## config.mk

```make
export PLATFORM = sky130hd
export DESIGN_NAME = smcs_top
export DESIGN_NICKNAME = d
export VERILOG_FILES = /design/src/hw/smcs_pkg.sv /design/src/hw/smcs_top.sv
export SDC_FILE = /design/constraint.sdc
export NUM_CORES = 1
export LEC_CHECK = 0
export ABC_AREA = 0
export BUFFER_PORTS_ARGS = -buffer_cell sky130_fd_sc_hd__buf_2
export CORE_MARGIN = 2
export CORE_UTILIZATION = 47
export CTS_BUF_LIST = sky130_fd_sc_hd__clkbuf_4
export DETAILED_ROUTE_END_ITERATION = 12
export PLACE_DENSITY_LB_ADDON = 0.15
export SLEW_MARGIN = 20
export SYNTH_ARGS = -nofsm -noshare
export SYNTH_HDL_FRONTEND = slang
export SYNTH_SLANG_ARGS = --single-unit
```

## constraint.sdc

```tcl
create_clock -name mclk -period 3.2 [get_ports mclk]
set_input_delay 0.64 -clock mclk [delete_from_list [all_inputs] [get_ports mclk]]
set_output_delay 0.64 -clock mclk [all_outputs]
set_load 0.02 [all_outputs]
```

## src/hw/smcs_pkg.sv

```systemverilog
// Purpose: Shared constants and types for the signal modulator carrier select block
// Assumes: APB slave with 32-bit data, one register per aligned word
// Notes: Offsets are byte addresses
package smcs_pkg;
   localparam logic [3:0] OFF_HIGH_CAR = 4'h0;
   localparam logic [3:0] OFF_LOW_CAR = 4'h4;
   localparam logic [3:0] OFF_MOD_CTL = 4'h8;
   localparam logic [3:0] OFF_MOD_SRC = 4'hc;
   // Carrier control fields
   localparam int CAR_PIN_DIS_BIT = 7;
   localparam int CAR_INV_BIT = 6;
   localparam int CAR_SYNC_BIT = 5;
   localparam logic [7:0] CAR_WMASK = 8'hef;
   // Modulation control fields
   localparam int MC_EN_BIT = 7;
   localparam int MC_OE_BIT = 6;
   localparam int MC_SLEW_BIT = 5;
   localparam int MC_OINV_BIT = 4;
   localparam int MC_OUT_BIT = 3;
   localparam int MC_MBIT_BIT = 0;
   localparam logic [7:0] MC_WMASK = 8'hf1;
   localparam logic [7:0] MC_RESET = 8'h20;
   localparam logic [7:0] SRC_WMASK = 8'h8f;
   localparam int SRC_PIN_DIS_BIT = 7;
   // Carrier select codes
   localparam logic [3:0] SEL_GND = 4'h0;
   localparam logic [3:0] SEL_PIN1 = 4'h1;
   localparam logic [3:0] SEL_PIN2 = 4'h2;
   localparam logic [3:0] SEL_REFCLK = 4'h3;
   localparam logic [3:0] SEL_PWM = 4'h4;
   // Modulation source codes
   localparam logic [3:0] MS_MBIT = 4'h0;
   localparam logic [3:0] MS_PIN = 4'h1;
   localparam logic [3:0] MS_PWM = 4'h2;
   localparam logic [3:0] MS_CMP = 4'h6;
   localparam logic [3:0] MS_SDO = 4'h8;
   localparam logic [3:0] MS_TX = 4'ha;
   // Carrier sources sampled in system clock domain
   typedef struct packed {
      logic pin_one;
      logic pin_two;
      logic ref_clk;
      logic pwm;
   } smcs_car_src_t;
   // Modulation sources
   typedef struct packed {
      logic pin;
      logic pwm;
      logic cmp;
      logic sdo;
      logic tx;
   } smcs_mod_src_t;
   // Per-peripheral pin disable requests
   typedef struct packed {
      logic pwm;
      logic ref_clk;
      logic cmp;
      logic sdo;
      logic tx;
   } smcs_pin_dis_t;
endpackage

```

## src/hw/smcs_top.sv

```systemverilog
// Purpose: Carrier selection, synchronisation and mixing of a data signal modulator
// Assumes: Single 10 MHz clock mclk; all carrier and modulation sources asynchronous
// Notes: Carrier and source registers keep state across resets; mod control reloads 0x20 on reset
`timescale 1ns/1ps
module smcs_top
   import smcs_pkg::*;
(
   input wire logic mclk,
   input wire logic rst_n,
   input wire logic psel,
   input wire logic penable,
   input wire logic pwrite,
   input wire logic [31:0] paddr,
   input wire logic [31:0] pwdata,
   output logic [31:0] prdata,
   output logic pready,
   output logic pslverr,
   input wire smcs_car_src_t car_src,
   input wire smcs_mod_src_t mod_src,
   output logic mod_out,
   output logic mod_out_oe,
   output logic mod_out_slew,
   output smcs_pin_dis_t pin_dis
);
   // Three-stage synchronisers for every asynchronous input
   logic [8:0] raw_in;
   logic [8:0] sync1_ff, sync2_ff, sync3_ff, clean_ff;
   logic [8:0] nxt_clean;
   assign raw_in = {car_src, mod_src};

   // Register state
   logic [7:0] hcar_ff, lcar_ff, mctl_ff, msrc_ff;
   logic [7:0] nxt_hcar, nxt_lcar, nxt_mctl, nxt_msrc;
   logic [31:0] nxt_prdata;
   logic nxt_pready, nxt_pslverr;
   // Mixer state
   logic use_high_ff, nxt_use_high;
   logic hc_prev_ff, lc_prev_ff;
   logic nxt_mod_out, nxt_oe, nxt_slew;
   smcs_pin_dis_t nxt_pin_dis;
   logic hc, lc, modsig;
   smcs_car_src_t cs;
   smcs_mod_src_t ms;

   // Map a select code to a carrier; unlisted codes give constant low
   function automatic logic pick_car(input logic [3:0] sel, input smcs_car_src_t s, input logic pin2_ok);
      logic r;
      r = 1'b0;
      case (sel)
         SEL_PIN1: r = s.pin_one;
         SEL_PIN2: r = pin2_ok & s.pin_two;
         SEL_REFCLK: r = s.ref_clk;
         SEL_PWM: r = s.pwm;
         default: r = 1'b0;
      endcase
      return r;
   endfunction

   // Pin-change filter: update only when the later stages agree
   always_comb begin
      for (int i = 0; i < 9; i++) begin
         nxt_clean[i] = (sync2_ff[i] == sync3_ff[i]) ? sync3_ff[i] : clean_ff[i];
      end
   end

   always_ff @(posedge mclk) begin
      sync1_ff <= raw_in;
      sync2_ff <= sync1_ff;
      sync3_ff <= sync2_ff;
      if (!rst_n) begin
         clean_ff <= 9'h000;
      end else begin
         clean_ff <= nxt_clean;
      end
   end

   assign cs = clean_ff[8:5];
   assign ms = clean_ff[4:0];

   // Carrier selection with polarity; edge seen after inversion
   assign hc = pick_car(hcar_ff[3:0], cs, 1'b1) ^ hcar_ff[CAR_INV_BIT];
   assign lc = pick_car(lcar_ff[3:0], cs, 1'b0) ^ lcar_ff[CAR_INV_BIT];

   // Modulation signal from source select
   always_comb begin
      modsig = 1'b0;
      case (msrc_ff[3:0])
         MS_MBIT: modsig = mctl_ff[MC_MBIT_BIT];
         MS_PIN: modsig = ms.pin;
         MS_PWM: modsig = ms.pwm;
         MS_CMP: modsig = ms.cmp;
         MS_SDO: modsig = ms.sdo;
         MS_TX: modsig = ms.tx;
         default: modsig = 1'b0;
      endcase
   end

   // Carrier switch; sync holds the old carrier until its falling edge
   always_comb begin
      nxt_use_high = use_high_ff;
      if (modsig && !use_high_ff) begin
         if (!lcar_ff[CAR_SYNC_BIT] || (lc_prev_ff && !lc)) begin
            nxt_use_high = 1'b1;
         end
      end else if (!modsig && use_high_ff) begin
         if (!hcar_ff[CAR_SYNC_BIT] || (hc_prev_ff && !hc)) begin
            nxt_use_high = 1'b0;
         end
      end
      if (!mctl_ff[MC_EN_BIT]) begin
         nxt_use_high = modsig;
      end
   end

   // Output mixing, polarity and pin controls
   always_comb begin
      nxt_mod_out = 1'b0;
      if (mctl_ff[MC_EN_BIT]) begin
         nxt_mod_out = (nxt_use_high ? hc : lc) ^ mctl_ff[MC_OINV_BIT];
      end
      nxt_oe = mctl_ff[MC_OE_BIT];
      nxt_slew = mctl_ff[MC_SLEW_BIT];
      // Disable requests go to whichever peripheral is selected
      nxt_pin_dis = '0;
      if (hcar_ff[CAR_PIN_DIS_BIT] && hcar_ff[3:0] == SEL_PWM) nxt_pin_dis.pwm = 1'b1;
      if (hcar_ff[CAR_PIN_DIS_BIT] && hcar_ff[3:0] == SEL_REFCLK) nxt_pin_dis.ref_clk = 1'b1;
      if (lcar_ff[CAR_PIN_DIS_BIT] && lcar_ff[3:0] == SEL_PWM) nxt_pin_dis.pwm = 1'b1;
      if (lcar_ff[CAR_PIN_DIS_BIT] && lcar_ff[3:0] == SEL_REFCLK) nxt_pin_dis.ref_clk = 1'b1;
      if (msrc_ff[SRC_PIN_DIS_BIT]) begin
         case (msrc_ff[3:0])
            MS_PWM: nxt_pin_dis.pwm = 1'b1;
            MS_CMP: nxt_pin_dis.cmp = 1'b1;
            MS_SDO: nxt_pin_dis.sdo = 1'b1;
            MS_TX: nxt_pin_dis.tx = 1'b1;
            default: ;
         endcase
      end
   end

   always_ff @(posedge mclk) begin
      hc_prev_ff <= hc;
      lc_prev_ff <= lc;
      if (!rst_n) begin
         use_high_ff <= 1'b0;
         mod_out <= 1'b0;
         mod_out_oe <= 1'b0;
         mod_out_slew <= 1'b1;
         pin_dis <= '0;
      end else begin
         use_high_ff <= nxt_use_high;
         mod_out <= nxt_mod_out;
         mod_out_oe <= nxt_oe;
         mod_out_slew <= nxt_slew;
         pin_dis <= nxt_pin_dis;
      end
   end

   // APB slave: one wait-free access, unmapped reads zero with error
   always_comb begin
      nxt_hcar = hcar_ff & CAR_WMASK;
      nxt_lcar = lcar_ff & CAR_WMASK;
      nxt_msrc = msrc_ff;
      nxt_mctl = mctl_ff;
      nxt_mctl[MC_OUT_BIT] = mod_out;
      nxt_prdata = 32'h0000_0000;
      nxt_pready = 1'b0;
      nxt_pslverr = 1'b0;
      if (psel && !penable) begin
         nxt_pready = 1'b1;
         nxt_pslverr = (paddr[31:4] != 28'h0) || (paddr[1:0] != 2'h0);
         if (!nxt_pslverr) begin
            case (paddr[3:0])
               OFF_HIGH_CAR: nxt_prdata = {24'h0, hcar_ff};
               OFF_LOW_CAR: nxt_prdata = {24'h0, lcar_ff};
               OFF_MOD_CTL: nxt_prdata = {24'h0, mctl_ff};
               OFF_MOD_SRC: nxt_prdata = {24'h0, msrc_ff};
               default: nxt_pslverr = 1'b1;
            endcase
         end
      end
      if (psel && penable && pready && pwrite && !pslverr) begin
         case (paddr[3:0])
            OFF_HIGH_CAR: nxt_hcar = pwdata[7:0] & CAR_WMASK;
            OFF_LOW_CAR: nxt_lcar = pwdata[7:0] & CAR_WMASK;
            OFF_MOD_CTL: nxt_mctl = (pwdata[7:0] & MC_WMASK) | (nxt_mctl & ~MC_WMASK); // Live state bit kept
            OFF_MOD_SRC: nxt_msrc = pwdata[7:0] & SRC_WMASK;
            default: ;
         endcase
      end
      if (!rst_n) begin
         nxt_mctl = MC_RESET;
      end
   end

   // Carrier and source regs keep value over reset
   always_ff @(posedge mclk) begin
      hcar_ff <= nxt_hcar;
      lcar_ff <= nxt_lcar;
      msrc_ff <= nxt_msrc;
      mctl_ff <= nxt_mctl;
      if (!rst_n) begin
         prdata <= 32'h0000_0000;
         pready <= 1'b0;
         pslverr <= 1'b0;
      end else begin
         prdata <= nxt_prdata;
         pready <= nxt_pready;
         pslverr <= nxt_pslverr;
      end
   end

   // Enable, reset and output mixing
   AST_DISABLED_LOW: assert property (@(posedge mclk) disable iff (!rst_n)
      !mctl_ff[MC_EN_BIT] |=> !mod_out)
      else $error("output active while disabled");
   AST_RESET_DIS: assert property (@(posedge mclk)
      !rst_n |=> !mctl_ff[MC_EN_BIT])
      else $error("reset left module enabled");
   AST_MIX: assert property (@(posedge mclk) disable iff (!rst_n)
      mctl_ff[MC_EN_BIT]
      |=> mod_out == (($past(nxt_use_high) ? $past(hc) : $past(lc)) ^ $past(mctl_ff[MC_OINV_BIT])))
      else $error("mixed output wrong");
   // A low high-side carrier, when chosen, must show up as the polarity bit
   AST_OUT_INVERT: assert property (@(posedge mclk) disable iff (!rst_n)
      mctl_ff[MC_EN_BIT] && nxt_use_high && !hc |=> mod_out == $past(mctl_ff[MC_OINV_BIT]))
      else $error("output polarity wrong");
   // Unimplemented bit never holds a one
   AST_BIT4_ZERO: assert property (@(posedge mclk) disable iff (!rst_n)
      !hcar_ff[4] && !lcar_ff[4])
      else $error("bit four set");
   // Switching; a sync hold must block the switch until the carrier falls
   AST_HSYNC_HOLD: assert property (@(posedge mclk) disable iff (!rst_n)
      mctl_ff[MC_EN_BIT] && use_high_ff && !modsig && hcar_ff[CAR_SYNC_BIT] && !(hc_prev_ff && !hc)
      |=> use_high_ff)
      else $error("high carrier left early");
   AST_LSYNC_HOLD: assert property (@(posedge mclk) disable iff (!rst_n)
      mctl_ff[MC_EN_BIT] && !use_high_ff && modsig && lcar_ff[CAR_SYNC_BIT] && !(lc_prev_ff && !lc)
      |=> !use_high_ff)
      else $error("low carrier left early");
   AST_NOSYNC_SWITCH: assert property (@(posedge mclk) disable iff (!rst_n)
      mctl_ff[MC_EN_BIT] && !hcar_ff[CAR_SYNC_BIT] && !lcar_ff[CAR_SYNC_BIT]
      |=> use_high_ff == $past(modsig))
      else $error("unsynchronised switch late");
   // Select tables, held against the filtered inputs directly
   AST_HIGH_PIN1: assert property (@(posedge mclk) disable iff (!rst_n)
      hcar_ff[3:0] == SEL_PIN1 |-> hc == (cs.pin_one ^ hcar_ff[CAR_INV_BIT]))
      else $error("high pin one not selected");
   AST_HIGH_PIN2: assert property (@(posedge mclk) disable iff (!rst_n)
      hcar_ff[3:0] == SEL_PIN2 |-> hc == (cs.pin_two ^ hcar_ff[CAR_INV_BIT]))
      else $error("high pin two not selected");
   AST_HIGH_REFCLK: assert property (@(posedge mclk) disable iff (!rst_n)
      hcar_ff[3:0] == SEL_REFCLK |-> hc == (cs.ref_clk ^ hcar_ff[CAR_INV_BIT]))
      else $error("high reference clock not selected");
   AST_HIGH_PWM: assert property (@(posedge mclk) disable iff (!rst_n)
      hcar_ff[3:0] == SEL_PWM |-> hc == (cs.pwm ^ hcar_ff[CAR_INV_BIT]))
      else $error("high pwm not selected");
   AST_HIGH_NONE: assert property (@(posedge mclk) disable iff (!rst_n)
      hcar_ff[3:0] == SEL_GND || hcar_ff[3:0] > SEL_PWM |-> hc == hcar_ff[CAR_INV_BIT])
      else $error("high unconnected code not low");
   AST_LOW_PIN1: assert property (@(posedge mclk) disable iff (!rst_n)
      lcar_ff[3:0] == SEL_PIN1 |-> lc == (cs.pin_one ^ lcar_ff[CAR_INV_BIT]))
      else $error("low pin one not selected");
   AST_LOW_REFCLK: assert property (@(posedge mclk) disable iff (!rst_n)
      lcar_ff[3:0] == SEL_REFCLK |-> lc == (cs.ref_clk ^ lcar_ff[CAR_INV_BIT]))
      else $error("low reference clock not selected");
   AST_LOW_PWM: assert property (@(posedge mclk) disable iff (!rst_n)
      lcar_ff[3:0] == SEL_PWM |-> lc == (cs.pwm ^ lcar_ff[CAR_INV_BIT]))
      else $error("low pwm not selected");
   AST_LOW_NO_PIN2: assert property (@(posedge mclk) disable iff (!rst_n)
      lcar_ff[3:0] == SEL_GND || lcar_ff[3:0] == SEL_PIN2 || lcar_ff[3:0] > SEL_PWM
      |-> lc == lcar_ff[CAR_INV_BIT])
      else $error("low unconnected code not low");
   // Pin release requests follow the disable bits
   AST_PIN_DIS: assert property (@(posedge mclk) disable iff (!rst_n)
      hcar_ff[CAR_PIN_DIS_BIT] && hcar_ff[3:0] == SEL_PWM |=> pin_dis.pwm)
      else $error("pwm pin not released");
   AST_LPIN_DIS: assert property (@(posedge mclk) disable iff (!rst_n)
      lcar_ff[CAR_PIN_DIS_BIT] && lcar_ff[3:0] == SEL_REFCLK |=> pin_dis.ref_clk)
      else $error("refclk pin not released");
   AST_PIN_KEEP: assert property (@(posedge mclk) disable iff (!rst_n)
      !hcar_ff[CAR_PIN_DIS_BIT] && !lcar_ff[CAR_PIN_DIS_BIT] && !msrc_ff[SRC_PIN_DIS_BIT] |=> pin_dis == '0)
      else $error("pin released without disable bit");
   // Filter may only take a bit whose later stages agreed
   AST_FILTER: assert property (@(posedge mclk) disable iff (!rst_n)
      1'b1 |=> ((clean_ff ^ $past(clean_ff)) & ($past(sync2_ff) ^ $past(sync3_ff))) == 9'h000)
      else $error("input taken before stages agree");
   // Main scenarios reached
   COV_ENABLED: cover property (@(posedge mclk) disable iff (!rst_n) mctl_ff[MC_EN_BIT] && mod_out);
   COV_NOSYNC: cover property (@(posedge mclk) disable iff (!rst_n) !hcar_ff[CAR_SYNC_BIT] && use_high_ff ##1 !use_high_ff);
   COV_HSYNC: cover property (@(posedge mclk) disable iff (!rst_n) hcar_ff[CAR_SYNC_BIT] && use_high_ff ##1 !use_high_ff);
   COV_LSYNC: cover property (@(posedge mclk) disable iff (!rst_n) lcar_ff[CAR_SYNC_BIT] && !use_high_ff ##1 use_high_ff);
   COV_INVERT: cover property (@(posedge mclk) disable iff (!rst_n) mctl_ff[MC_OINV_BIT] && mctl_ff[MC_EN_BIT]);
endmodule

```

==> flow_metrics.tcl <==
set metrics [dict create \
    numCtsBuffers 9 \
    dp_hpwl_um 4120 \
    yosysWarningCount 0 \
    rows 29 \
    cts_tree "built" \
    yosys.area.top_type "dfxtp_1" \
    p_comb_share_pct 5.8 \
    register_area_um2 1830 \
    drc_errors 0 \
    crit_path_start_kind "primary input" \
    synth.most_common_cell "dfxtp_1" \
    grt.overflow.total 0 \
    multi_input_area_um2 1030 \
    power_switching_share_pct 23.8 \
    cts-root-buf "clkbuf_4" \
    arrival_ns 2.26 \
    drive_above_1_share_pct 29.2 \
    maxCapViolations 0 \
    cts_sinks 82 \
    synth_top_cell_area_share_pct 42.1 \
    finalHoldViolCount 0 \
    synth_area_um2 2990 \
    drt_iter0_drc 79 \
    cts_setup_buffers 0 \
    rsz0062_at_grt "no" \
    die_x_um 83.8 \
    worstSetupEndpointType "register" \
    num_vias 2013 \
    cp.required_ns 3.48 \
    critPathBufInv 1 \
    cp_max_fo 5 \
    synth.top_cells.by_area "dfxtp_1, edfxtp_1, buf_4" \
    fin_hold_ws_ns 0.312 \
    peakVddDrop_v 0.000317 \
    ant_nets 0 \
    ys_ff_latch 82 \
    ys_seq_area_share_pct 61.2 \
    synth_enable_flop_cells 19 \
    crit_chain "buf_2 -> nor2_1 -> or3b_1 -> nor2b_1 -> mux2i_1 -> nand2_1" \
    power_switching_mw 0.428 \
    max_freq_mhz 505 \
    seqPwrFrac_pct 61.0 \
    dieArea_um2 7020 \
    start_util_pct 48.0 \
    cts_buffer_depth 2 \
    first_pass_iters 4 \
    final_max_slew_viol_count 0 \
    fillers 540 \
    syn_area_per_cell_um2 12.0 \
    routed_wl_um 5480 \
    synth_common_cells "dfxtp_1, buf_4, edfxtp_1" \
    setup_violations 0 \
    grt_max_degree 26 \
    synth_cell_types 42 \
    clk_latency_ns 0.41 \
    antenna_found_initial 0 \
    crit_family "simple AND/OR/NAND/NOR gates" \
    grt_pass1_wl_um 9090 \
    final.setup.tns_ns 0 \
    synthCells 250 \
    outcome "completed" \
    slowest_stage "nor2b_1" \
    grt_pass1_vias 1916 \
    io_buffers 71 \
    core_area_um2 6240 \
    syn2layout_area_growth_pct 16.4 \
    p_per_area_nw_per_um2 516 \
    num_io_pins 120 \
    track_usage_pct 16.8 \
    fin_nets 405 \
    hold_path_class "in -> reg" \
    p_clk_share_pct 33.2 \
    fin_skew_ns 0.0206 \
    period_share_pct 61.9 \
    min-delay-start "car_src[1]" \
    rr_startpoint "lcar_ff[1]" \
    max_stage_delay_ns 0.56 \
    worst_pin_slew_ns 0.653 \
    post_drt_wl_per_cell_um 13.4 \
    leakagePower_nw 1.45 \
    intPower_mw 1.37 \
    synthArstFlopShare_pct 0 \
    hold_buffers 0 \
    die_y_um 83.8 \
    worstSetupPathType "in -> reg" \
    crit_start "paddr[1]" \
    slew_headroom_pct 56.4 \
    clk_pin_slew_ns 0.14 \
    viasPerCell 4.92 \
    min_period_ns 1.98 \
    cts_resized 0 \
    n_antenna_cell 0 \
    cts_htree_levels 3 \
    place_congestion 0.757 \
    synth_ff_type "dfxtp_1" \
]
-- final timing paths --
path | to | slack [ns] | cells past startpoint
setup / recovery | mctl_ff[5] | 1.22 | 6
hold / removal | sync1_ff[6] | 0.31 | 1
setup reg to reg | mod_out | 1.24 | 6
hold reg to reg | sync2_ff[1] | 0.34 | 0
-- layer usage --
metal,vias to the layer above,share of wire [%],track usage (%)
li1,998,-,-
met4,0,0.58,6.30
met1,916,41,19.1
met3,2,9.5,6.63
met2,97,49,28.4
met5,-,0,0
-- metrics by stage --
step                      util, %  std cells  total power [mW]  instance area [um2]  worst slack (ns)
after CTS                    55.8        409              1.82                 3480              1.24
final                        55.8        409              1.80                 3480              1.22
after global routing         55.8        409              1.88                 3480              1.09
after global placement       53.5        393              1.22                 3340             0.829
after detailed placement     53.5        393              1.23                 3340             0.808
after floorplan                 -        273              1.20                 3080             0.998
-- state kept, by name, summed over array words and instances, names as in the netlist --
register / flops
pin_dis: 5
pslverr: 1
sync1_ff: 9
use_high_ff: 1
sync2_ff: 9
mod_out_oe: 1
lcar_ff: 7
hcar_ff: 7
mod_out_slew: 1
clean_ff: 9
lc_prev_ff: 1
hc_prev_ff: 1
pready: 1
mctl_ff: 6
mod_out: 1
msrc_ff: 5
sync3_ff: 9
prdata: 8
-- cell families (layout without fill, tap and decap cells) --
family	count (synthesis)	after routing	synth area share, %
other	1	24	0.125
muxes	18	18	7.32
AOI/OAI and AO/OA	34	34	7.65
and+or+nand+nor	80	80	15.4
DFF	82	82	61.2
buffers and inverters	33	92	7.23
xor gates and xnor gates	2	2	1.09
-- cell type report --
class / instances / area share (%)
Clock inverter: 7 / 2.16
Timing Repair Buffer: 73 / 10.6
Multi-Input combinational cell: 158 / 29.6
Clock buffer: 9 / 1.94
Tap cell: 77 / 2.77
Sequential cell: 82 / 52.6
Inverter: 3 / 0.323
-- layout by cell type (no fill, tap or decap), types with 4 or more instances in the layout --
cell,netlist,layout
buf_2,2,71
dfxtp_1,63,63
conb_1,1,24
edfxtp_1,19,19
nor2_1,14,14
mux2i_1,14,14
nand2_1,13,13
nor2b_1,10,10
o21ai_0,10,10
a21boi_0,9,9
clkbuf_4,0,9
nor4_1,7,7
nand4_1,4,4
nor3_1,4,4
nor3b_1,4,4
a21oi_1,4,4
-- power groups by stage --
| stage | registers (mW) | clock network [mW] | logic, mW |
|---|---|---|---|
| finish | 1.10 | 0.597 | 0.104 |
| global route | 1.10 | 0.662 | 0.114 |
| CTS | 1.10 | 0.620 | 0.105 |
| detailed placement | 1.12 | 0 | 0.104 |
| global placement | 1.12 | 0 | 0.103 |
| floorplan | 1.12 | 0 | 0.0815 |
-- worst register-to-register path: cells and delay by family (launching register included) --
family / cells / cell delay, ns
AO/OA/AOI/OAI: 2 / 0.43
XOR/XNOR: 1 / 0.15
flip-flops: 1 / 0.49
multiplexers: 1 / 0.20
AND/OR/NAND/NOR: 2 / 0.63
Power figures use the tool's default switching activity.
